## src/design/dpt_pkg.sv

```systemverilog
// shared constants for the dual pwm timer: register map, fields, resets, timing
package dpt_pkg;
	// register offsets (8-bit data, 4-bit address)
	localparam logic [3:0] OFS_CONTROL     = 4'h0;
	localparam logic [3:0] OFS_DUTY_ONE_LO = 4'h1;
	localparam logic [3:0] OFS_DUTY_ONE_HI = 4'h2;
	localparam logic [3:0] OFS_PERIOD_ONE  = 4'h3;
	localparam logic [3:0] OFS_DUTY_TWO_LO = 4'h4;
	localparam logic [3:0] OFS_DUTY_TWO_HI = 4'h5;
	localparam logic [3:0] OFS_PERIOD_TWO  = 4'h6;
	localparam logic [3:0] OFS_FLAGS       = 4'h7;
	localparam logic [3:0] OFS_COUNT_ONE_LO = 4'h8;
	localparam logic [3:0] OFS_COUNT_ONE_HI = 4'h9;
	localparam logic [3:0] OFS_COUNT_TWO_LO = 4'hA;
	localparam logic [3:0] OFS_COUNT_TWO_HI = 4'hB;

	// control register field positions
	localparam int BIT_PRESCALE_ONE_SEL_LO = 0;
	localparam int BIT_PRESCALE_TWO_SEL_LO = 2;
	localparam int BIT_TIMER_ONE_ENABLE    = 4;
	localparam int BIT_TIMER_TWO_ENABLE    = 5;
	localparam int BIT_WAVEFORM_ONE_ENABLE = 6;
	localparam int BIT_WAVEFORM_TWO_ENABLE = 7;

	// reset values
	localparam logic [7:0] RST_CONTROL = 8'h00;
	localparam logic [7:0] RST_PERIOD  = 8'h00;
	localparam logic [9:0] RST_DUTY    = 10'h000;

	// widths
	localparam int COUNT_W  = 10;
	localparam int PERIOD_W = 8;
	// width of the counter ticks per period step (the factor of four prescaler ticks)
	localparam int STEP_W   = 2;

	// prescaler select codes and ratios
	localparam logic [1:0] SEL_DIV2  = 2'h0;
	localparam logic [1:0] SEL_DIV8  = 2'h1;
	localparam logic [1:0] SEL_DIV32 = 2'h2;
	localparam logic [1:0] SEL_DIV64 = 2'h3;
	localparam logic [5:0] LAST_DIV2  = 6'h01;
	localparam logic [5:0] LAST_DIV8  = 6'h07;
	localparam logic [5:0] LAST_DIV32 = 6'h1F;
	localparam logic [5:0] LAST_DIV64 = 6'h3F;
endpackage

```

## src/design/dpt_chan_if.sv

```systemverilog
// bundle between the register file and one pwm channel
`timescale 1ns/1ps
interface dpt_chan_if;
	import dpt_pkg::*;
	logic                timer_en;
	logic                tick;
	logic [PERIOD_W-1:0] period;
	logic [COUNT_W-1:0]  duty;
	logic                match;
	logic                wave;
	logic [COUNT_W-1:0]  count;

	modport ctrl (output timer_en, tick, period, duty, input match, wave, count);
	modport chan (input timer_en, tick, period, duty, output match, wave, count);
endinterface

```

## src/design/dpt_prescaler.sv

```systemverilog
// selectable prescaler: one-cycle tick every 2, 8, 32 or 64 clocks
`timescale 1ns/1ps
module dpt_prescaler
	import dpt_pkg::*;
(
	// clock and reset
	input  logic       clk,
	input  logic       rst_n,
	// control
	input  logic       enable,
	input  logic [1:0] sel,
	// output
	output logic       tick
);
	logic [5:0] div_count;
	logic [5:0] last;

	// terminal count for the selected ratio
	always_comb begin
		case (sel)
			SEL_DIV2:  last = LAST_DIV2;
			SEL_DIV8:  last = LAST_DIV8;
			SEL_DIV32: last = LAST_DIV32;
			default:   last = LAST_DIV64;
		endcase
	end

	// held clear while stopped so a restart begins a full interval
	always_ff @(posedge clk) begin
		if (!rst_n || !enable) begin
			div_count <= 6'h00;
			tick      <= 1'b0;
		end else if (div_count >= last) begin
			div_count <= 6'h00;
			tick      <= 1'b1;
		end else begin
			div_count <= div_count + 6'h01;
			tick      <= 1'b0;
		end
	end
endmodule

```

## src/design/dpt_channel.sv

```systemverilog
// one pwm channel: up-counter, period match, duty shadow and waveform
`timescale 1ns/1ps
module dpt_channel
	import dpt_pkg::*;
(
	// clock and reset
	input  logic clk,
	input  logic rst_n,
	// register side
	dpt_chan_if.chan ch
);
	logic [COUNT_W-1:0] duty_shadow_latch;
	logic [COUNT_W-1:0] next_count;
	logic               at_period;

	// period spans four counts per period step, so duty keeps 10-bit resolution
	assign next_count = ch.count + 10'h001;
	assign at_period  = (ch.count == {ch.period, {STEP_W{1'b1}}});

	// counter, shadow latch and output; a stopped timer holds count, shadow and wave and clears match
	always_ff @(posedge clk) begin
		if (!rst_n) begin
			ch.count          <= 10'h000;
			duty_shadow_latch <= RST_DUTY;
			ch.wave           <= 1'b0;
			ch.match          <= 1'b0;
		end else if (ch.timer_en && ch.tick) begin
			if (at_period) begin
				ch.count          <= 10'h000;
				duty_shadow_latch <= ch.duty;
				ch.wave           <= (ch.duty != 10'h000);
				ch.match          <= 1'b1;
			end else begin
				ch.count <= next_count;
				ch.match <= 1'b0;
				if (next_count == duty_shadow_latch) begin
					ch.wave <= 1'b0;
				end
			end
		end else begin
			ch.match <= 1'b0;
		end
	end
endmodule

```

## src/design/dpt_timer.sv

```systemverilog
// dual pwm timer top: register file, two prescalers, two channels, pin muxing
//
// The plain strobed port and the placing of the registers were left to the implementer.
`timescale 1ns/1ps
module dpt_timer
	import dpt_pkg::*;
(
	// clock and reset
	input  logic       clk,
	input  logic       rst_n,
	// register port
	input  logic [3:0] addr,
	input  logic [7:0] wdata,
	input  logic       wr,
	input  logic       rd,
	output logic [7:0] rdata,
	// ordinary port use of the two pins
	input  logic [1:0] port_data,
	input  logic [1:0] port_c_direction,
	// pins
	output logic [1:0] pin_out,
	output logic [1:0] pin_oe,
	// status
	output logic [1:0] period_match_flag
);
	logic [7:0]          pwm_timer_control;
	logic [COUNT_W-1:0]  duty_one;
	logic [COUNT_W-1:0]  duty_two;
	logic [PERIOD_W-1:0] period_one;
	logic [PERIOD_W-1:0] period_two;
	logic [7:0]          next_rdata;
	logic [1:0]          wave_en;

	dpt_chan_if ch_one ();
	dpt_chan_if ch_two ();

	// control and setting registers; duty lands in the shadow only at rollover
	always_ff @(posedge clk) begin
		if (!rst_n) begin
			pwm_timer_control <= RST_CONTROL;
			duty_one          <= RST_DUTY;
			duty_two          <= RST_DUTY;
			period_one        <= RST_PERIOD;
			period_two        <= RST_PERIOD;
		end else if (wr) begin
			if (addr == OFS_CONTROL) begin
				pwm_timer_control <= wdata;
			end else if (addr == OFS_DUTY_ONE_LO) begin
				duty_one[7:0] <= wdata;
			end else if (addr == OFS_DUTY_ONE_HI) begin
				duty_one[9:8] <= wdata[1:0];
			end else if (addr == OFS_PERIOD_ONE) begin
				period_one <= wdata;
			end else if (addr == OFS_DUTY_TWO_LO) begin
				duty_two[7:0] <= wdata;
			end else if (addr == OFS_DUTY_TWO_HI) begin
				duty_two[9:8] <= wdata[1:0];
			end else if (addr == OFS_PERIOD_TWO) begin
				period_two <= wdata;
			end
		end
	end

	// sticky flags: write one clears, a match in the same cycle wins
	always_ff @(posedge clk) begin
		if (!rst_n) begin
			period_match_flag <= 2'h0;
		end else begin
			period_match_flag <= (period_match_flag
				& ~((wr && addr == OFS_FLAGS) ? wdata[1:0] : 2'h0))
				| {ch_two.match, ch_one.match};
		end
	end

	// read mux; unmapped offsets read zero
	always_comb begin
		next_rdata = 8'h00;
		if (addr == OFS_CONTROL) begin
			next_rdata = pwm_timer_control;
		end else if (addr == OFS_DUTY_ONE_LO) begin
			next_rdata = duty_one[7:0];
		end else if (addr == OFS_DUTY_ONE_HI) begin
			next_rdata = {6'h00, duty_one[9:8]};
		end else if (addr == OFS_PERIOD_ONE) begin
			next_rdata = period_one;
		end else if (addr == OFS_DUTY_TWO_LO) begin
			next_rdata = duty_two[7:0];
		end else if (addr == OFS_DUTY_TWO_HI) begin
			next_rdata = {6'h00, duty_two[9:8]};
		end else if (addr == OFS_PERIOD_TWO) begin
			next_rdata = period_two;
		end else if (addr == OFS_FLAGS) begin
			next_rdata = {6'h00, period_match_flag};
		end else if (addr == OFS_COUNT_ONE_LO) begin
			next_rdata = ch_one.count[7:0];
		end else if (addr == OFS_COUNT_ONE_HI) begin
			next_rdata = {6'h00, ch_one.count[9:8]};
		end else if (addr == OFS_COUNT_TWO_LO) begin
			next_rdata = ch_two.count[7:0];
		end else if (addr == OFS_COUNT_TWO_HI) begin
			next_rdata = {6'h00, ch_two.count[9:8]};
		end
	end

	// read data stands only in the cycle after the strobe
	always_ff @(posedge clk) begin
		if (!rst_n) begin
			rdata <= 8'h00;
		end else begin
			rdata <= rd ? next_rdata : 8'h00;
		end
	end

	// each channel sees only its own settings
	assign ch_one.timer_en = pwm_timer_control[BIT_TIMER_ONE_ENABLE];
	assign ch_one.period   = period_one;
	assign ch_one.duty     = duty_one;
	assign ch_two.timer_en = pwm_timer_control[BIT_TIMER_TWO_ENABLE];
	assign ch_two.period   = period_two;
	assign ch_two.duty     = duty_two;

	dpt_prescaler u_pre_one (
		.clk    (clk),
		.rst_n  (rst_n),
		.enable (ch_one.timer_en),
		.sel    (pwm_timer_control[BIT_PRESCALE_ONE_SEL_LO +: 2]),
		.tick   (ch_one.tick)
	);

	dpt_prescaler u_pre_two (
		.clk    (clk),
		.rst_n  (rst_n),
		.enable (ch_two.timer_en),
		.sel    (pwm_timer_control[BIT_PRESCALE_TWO_SEL_LO +: 2]),
		.tick   (ch_two.tick)
	);

	dpt_channel u_chan_one (
		.clk   (clk),
		.rst_n (rst_n),
		.ch    (ch_one.chan)
	);

	dpt_channel u_chan_two (
		.clk   (clk),
		.rst_n (rst_n),
		.ch    (ch_two.chan)
	);

	assign wave_en = {pwm_timer_control[BIT_WAVEFORM_TWO_ENABLE],
		pwm_timer_control[BIT_WAVEFORM_ONE_ENABLE]};

	// pin mux registered so the pins come from flops; costs one cycle of lag
	always_ff @(posedge clk) begin
		if (!rst_n) begin
			pin_out <= 2'h0;
			pin_oe  <= 2'h0;
		end else begin
			pin_out <= (wave_en & {ch_two.wave, ch_one.wave})
				| (~wave_en & port_data);
			pin_oe  <= wave_en | port_c_direction;
		end
	end
endmodule

```

## config.mk

```make
export PLATFORM = sky130hd
export DESIGN_NAME = dpt_timer
export DESIGN_NICKNAME = d
export VERILOG_FILES = /design/src/design/dpt_pkg.sv /design/src/design/dpt_chan_if.sv /design/src/design/dpt_prescaler.sv /design/src/design/dpt_channel.sv /design/src/design/dpt_timer.sv
export SDC_FILE = /design/constraint.sdc
export NUM_CORES = 1
export LEC_CHECK = 0
export ABC_AREA = 1
export CORE_MARGIN = 2
export CORE_UTILIZATION = 40
export DETAILED_ROUTE_END_ITERATION = 10
export DONT_BUFFER_PORTS = 1
export PLACE_DENSITY = 0.64
export SYNTH_ARGS = -nofsm -noshare
export SYNTH_HDL_FRONTEND = slang
export SYNTH_HIERARCHICAL = 1
export SYNTH_SLANG_ARGS = --single-unit
```

## constraint.sdc

```tcl
create_clock -name clk -period 2 [get_ports clk]
set_clock_uncertainty 0.1 [all_clocks]
set_input_delay 0.2 -clock clk [delete_from_list [all_inputs] [get_ports clk]]
set_output_delay 0.2 -clock clk [all_outputs]
set_load 0.005 [all_outputs]
```

## Yosys cells after proc, flatten, opt, wreduce, memory -nomap -nowiden

Index checks and enable logic that the tools add are counted.

| storage, ports and cells | value |
|---|---|
| register bits after elaboration | 116 |
| bits of input ports | 20 |
| output and inout port bits | 14 |
| word-level logic and storage cells | 118 |

| cells by class | value |
|---|---|
| $lt $le $gt $ge | 2 |
| equal/unequal tests | 19 |
| bitwise operators | 14 |
| multiplexer cells | 25 |
| add/sub/neg operators | 4 |
| reduce and logical (&&, ||, !) cells | 31 |

Operators with widths:

| cell | number |
|---|---|
| 8-bit 2-to-1 mux | 11 |
| 10-bit equality test | 4 |
| 6-bit one-hot mux with 3 select lines | 2 |
| 10-bit by 1-bit adder with 10-bit output (second input constant) | 2 |
| 10-bit 2-to-1 mux | 2 |
| 10-bit nonzero test | 2 |
| 4-bit by 3-bit equality test with 1-bit output (second input constant) | 4 |
| 4-bit equality test (second input constant) | 4 |
| 2-bit AND reduction | 8 |
| 6-bit by 1-bit adder with 6-bit output (second input constant) | 2 |
| 6-bit >= comparator | 2 |
| 4-bit by 2-bit equality test with 1-bit output (second input constant) | 2 |
| 1-bit 2-to-1 mux | 8 |
| 8-bit AND reduction | 1 |
| 7-bit AND reduction | 1 |
| 2-bit bitwise AND | 3 |
| 1-bit inverter | 6 |
| 2-bit bitwise OR | 3 |
| 6-bit AND reduction | 1 |
| 5-bit AND reduction | 1 |
| 2-bit by 1-bit equality test with 1-bit output (second input constant) | 2 |
| 2-bit equality test (second input constant) | 2 |
| 4-bit by 1-bit equality test with 1-bit output (second input constant) | 1 |
| 2-bit logical NOT | 2 |
| 10 further kinds | 19 |

## Logic depth before layout (Yosys ltp)

| logic depth | value |
|---|---|
| depth after elaboration | 13 |
| mapped depth | 13 |
| depth with buffers taken out | 12 |

## Modules after synthesis

The synthesis kept the hierarchy.

By module, submodules not included:

| module | seq. area each (um^2) | cells each | area an instance (um^2) | instances |
|---|---|---|---|---|
| dpt_channel | 440.4 | 228 | 1410.1 | 2 |
| dpt_timer | 1161.1 | 373 | 2587.5 | 1 |
| dpt_prescaler at u_pre_one | 140.1 | 52 | 437.9 | 1 |
| dpt_prescaler at u_pre_two | 140.1 | 50 | 411.6 | 1 |

## Worst setup path before layout

No wires, ideal clock.

| path | value |
|---|---|
| path kind | reg2reg |
| start point | register u_chan_two.ch.count[0] |
| end point | register u_chan_two.duty_shadow_latch[3] |
| data required time | 1.784 ns |
| data arrival time | 1.459 ns |
| stages on the path, launching flop included | 10 |
| setup slack | 0.324 ns |
| buffers on the path | 1 |
| library setup time | 0.116 ns |
| cell sequence | dfxtp_1 ha_1 inv_1 a21oi_1 nand4_1 nor3_2 nand3_2 buf_6 o21ai_1 a21oi_1 |

| on the way | value |
|---|---|
| cells in the longest elaborated chain, start to end | 2 |

Ends and longest elaborated chain:

| item | line | text |
|---|---|---|
| start, declared | dpt_chan_if.sv:14 | `modport chan (input timer_en, tick, period, duty, output match, wave, count);` |
| start signal, assigned | dpt_channel.sv:34 | `ch.count <= next_count;` |
| 10-bit equality test | dpt_channel.sv:18 | `assign at_period = (ch.count == {ch.period, {STEP_W{1'b1}}});` |
| 2-bit AND reduction (no line) | - |  |
| end signal, assigned | dpt_channel.sv:30 | `duty_shadow_latch <= ch.duty;` |
| end, declared | dpt_channel.sv:12 | `logic [COUNT_W-1:0] duty_shadow_latch;` |

Every way passes these cells.
A chain may end at the register's enable or synchronous reset.

## Final worst setup path

| path | value |
|---|---|
| start point | register u_chan_one.ch.count[0] |
| end point | register u_chan_one.ch.count[3] |

| on the way | value |
|---|---|
| cells in the longest elaborated chain, start to end | 2 |
| elaborated cells on any way between the ends | 3 |

Ends and longest elaborated chain:

| item | line | text |
|---|---|---|
| start, declared | dpt_chan_if.sv:14 |  |
| start signal, assigned | dpt_channel.sv:34 |  |
| 10-bit by 1-bit adder with 10-bit output or 10-bit equality test (tied branches) | dpt_channel.sv:17, dpt_channel.sv:18 |  |
| 10-bit 2-to-1 mux * | dpt_channel.sv:28 | `if (at_period) begin` |

Every way passes the cells marked *; elsewhere a longest branch is shown, timed or not.

==> flow_summary.yaml <==
worst_setup_path:
  worstSetupEndpointType: "register"
  reg2reg_from: "u_chan_one/ch.count[0]$_SDFFE_PN0P_"
  cp.required_ns: 2.19
  crit_end: "u_chan_one/ch.count[3]$_SDFFE_PN0P_"
  worstPathMaxFanout: 10
  cp.arrival_ns: 2.06
  critical_path.startpoint_type: "register"
  setup.reg_to_reg.worst_slack_ns: 0.14
  worstSetupPathType: "reg2reg"
  r2r_end: "u_chan_one/ch.count[3]$_SDFFE_PN0P_"
  r2r_cells: 9
  crit_start: "u_chan_one/ch.count[0]$_SDFFE_PN0P_"
clock_tree:
  clock_path_buffers: 2
  cts_root_buffer: "clkbuf_16"
  htree_levels: 4
  cts_tree: "done"
  clk_pin_slew_worst_paths_ns: 0.06
  cts_inserted_buffers: 17
  clock-sinks: 116
  clock_latency_ns: 0.42
grt:
  top_usage_layer: "met2"
  use_met3_pct: 6.111
  overflow: 0
  antenna_found_initial: 0
  first_global_vias: 5665
  grt.met1_usage_pct: 30.84
  grt_pass1_wl_um: 28750
  grt_max_degree: 42
  grtUsageMet2_pct: 32.90
  grt_usage_pct: 22.17
flow_run:
  drv_cap: 0
logic_synthesis:
  synth.top_cell.area_share_pct: 37.11
  synth-seq-cells: 116
  ys_warn_count: 6
  syn_avg_cell_area_um2: 6.721
  synth_nets: 965
  yosys-top-cells-area: "dfxtp_1, nand2_1, a21oi_1"
  synth_area_mm2: 0.006257
  netlist_instances: 931
  yosysUniqueCellTypes: 37
  yosysSeqAreaShare_pct: 37.11
  yosys.area.top_type: "dfxtp_1"
timing:
  rsz0062_at_grt: "no"
  finalSetupTns_ns: 0
  fmax_mhz: 536.6
  slew_headroom_pct: 57.39
  tightest_slew_ns: 0.6368
  finalSetupViolCount: 0
  period_share_pct: 93.18
  hold-worst-slack_ns: 0.02950
  slew_violations: 0
  period_needed_ns: 1.864
  final_hold_viol_count: 0
final_layout:
  layout.nets: 995
  final_common_cell: "nand2_1"
  antenna_cells: 0
  layout_common_cells: "nand2_1, dfxtp_1, a21oi_1"
  layout-drive-gt1-share_pct: 11.81
  num-fill-cells: 1537
  synthToLayoutAreaGrowth_pct: 16.92
floorplanning:
  die-area_mm2: 0.01666
  fp.coreArea_mm2: 0.01526
  num_rows: 45
  die-height_um: 129.1
  start_util_pct: 41.01
  die_w_um: 129.1
  ioPinCount: 34
placed_design:
  hpwl_um: 12770
  place_congestion: 0.9275
  io_buffers: 0
drt:
  drtAntennaViolNets: 0
  wl_per_cell_um: 14.93
  first_pass_iters: 8
  drc: 0
  drt-total-wl_um: 17690
  viasPerCell: 5.152
  via_count: 6105
  drtIter0Drc: 515
power:
  ir_worst_vdd_uv: 668.3
  power_leakage_nw: 2.852
  power.density_mw_per_mm2: 762.2
outcome:
  status: "completed"
worst_hold_path:
  hold_class: "in2reg"
-- critical path: stages, from the launching register on --
cell and delay (ns):
dfxtp_2 0.38, ha_2 0.22, inv_1 0.06, a21oi_1 0.11, nand4_1 0.12, nor3_2 0.26, buf_4 0.15, nand2_2 0.14
nand4_1 0.13, a21oi_1 0.07
-- flip-flops by register name, indices dropped and copies added, names as in the netlist --
| signal | cells |
|---|---|
| u_chan_one/ch.wave | 1 |
| u_pre_one/tick | 1 |
| u_pre_two/div_count | 6 |
| ch_one.period | 8 |
| u_chan_two/ch.match | 1 |
| u_chan_two/ch.count | 10 |
| u_chan_two/duty_shadow_latch | 10 |
| u_pre_one/div_count | 6 |
| u_pre_two/tick | 1 |
| period_match_flag | 2 |
| rdata | 8 |
| u_chan_one/duty_shadow_latch | 10 |
| ch_one.duty | 10 |
| u_chan_one/ch.count | 10 |
| pwm_timer_control | 8 |
| u_chan_one/ch.match | 1 |
| pin_out | 2 |
| ch_two.period | 8 |
| ch_two.duty | 10 |
| u_chan_two/ch.wave | 1 |
| pin_oe | 2 |
-- synth_stat cells (all sizes together) --
master	number
nand2	257
dfxtp	116
a21oi	108
nand3	106
inv	105
nor2	74
o21ai	44
nand4	36
clkbuf	14
ha	14
buf	12
or2	12
nor3	6
xnor2	6
clkinv	4
nor4	4
o211ai	4
xor2	4
a31oi	2
nand3b	2
o21bai	1
-- where the power goes --
part / switching [mW] / total, mW / internal (mW)
clock network: 1.15 / 2.99 / 1.84
registers: 0.0191 / 2.35 / 2.33
logic: 0.163 / 0.239 / 0.0763
-- cell type report --
type / instances / area, um2 / area share, %
clock inverters: 15 / 157.7 / 2.155
multi-input cells: 680 / 3393 / 46.38
inverters: 109 / 409.1 / 5.593
well taps: 211 / 264.0 / 3.609
flip-flops and latches: 116 / 2325 / 31.78
clock buffers: 17 / 425.4 / 5.815
repair buffers: 37 / 341.6 / 4.669
-- per-stage QoR --
| stage | util, % | area (um2) | setup slack, ns | power, mW | std cells |
|---|---|---|---|---|---|
| detailed placement | 42.84 | 6536 | 0.1158 | 2.561 | 1136 |
| CTS | 47.84 | 7300 | 0.09264 | 5.621 | 1184 |
| floorplan | - | 6257 | 0.3243 | 2.540 | 931 |
| global route | 47.95 | 7316 | 0.01208 | 5.744 | 1185 |
| finish | 47.95 | 7316 | 0.1365 | 5.576 | 1185 |
| global placement | 42.84 | 6536 | 0.1480 | 2.561 | 1136 |
-- routing by layer --
layer / share of wire [%] / vias to the layer above / routed length (um)
li1: - / 3142 / -
met1: 47 / 2704 / 8339
met4: 1.9 / 0 / 341
met5: 0 / - / 0
met3: 8.1 / 26 / 1426
met2: 43 / 233 / 7584
-- kinds of logic after synthesis --
family	Yosys count	share of synthesized area (%)
AO/OA/AOI/OAI	159	13.60
flip-flops	116	37.11
AND/OR/NAND/NOR	497	36.39
buffers and inverters	135	8.698
adder cells (fa/ha/maj)	14	2.799
XOR/XNOR	10	1.400
-- how the worst min path moves through the flow --
| stage | start | cells after the start | end |
|---|---|---|---|
| 2_1_floorplan | port_c_direction[0] | 2 | pin_oe[0]$_SDFF_PN0_ |
| 3_3_place_gp | port_c_direction[0] | 2 | pin_oe[0]$_SDFF_PN0_ |
| 3_5_place_dp | rst_n | 2 | u_chan_one/ch.wave$_SDFFE_PN0P_ |
| 4_1_cts | rd | 4 | rdata[7]$_SDFF_PN0_ |
| 5_1_grt | rd | 4 | rdata[6]$_SDFF_PN0_ |
| 6_report | rd | 4 | rdata[6]$_SDFF_PN0_ |
-- what timing repair did --
action	CTS	global route
endpoints found under the setup margin	0	11
buffers inserted	0	1
resized for setup	0	4
endpoints found under the hold margin	96	0
hold buffers	16	0
(Power assumes the default switching activity.)
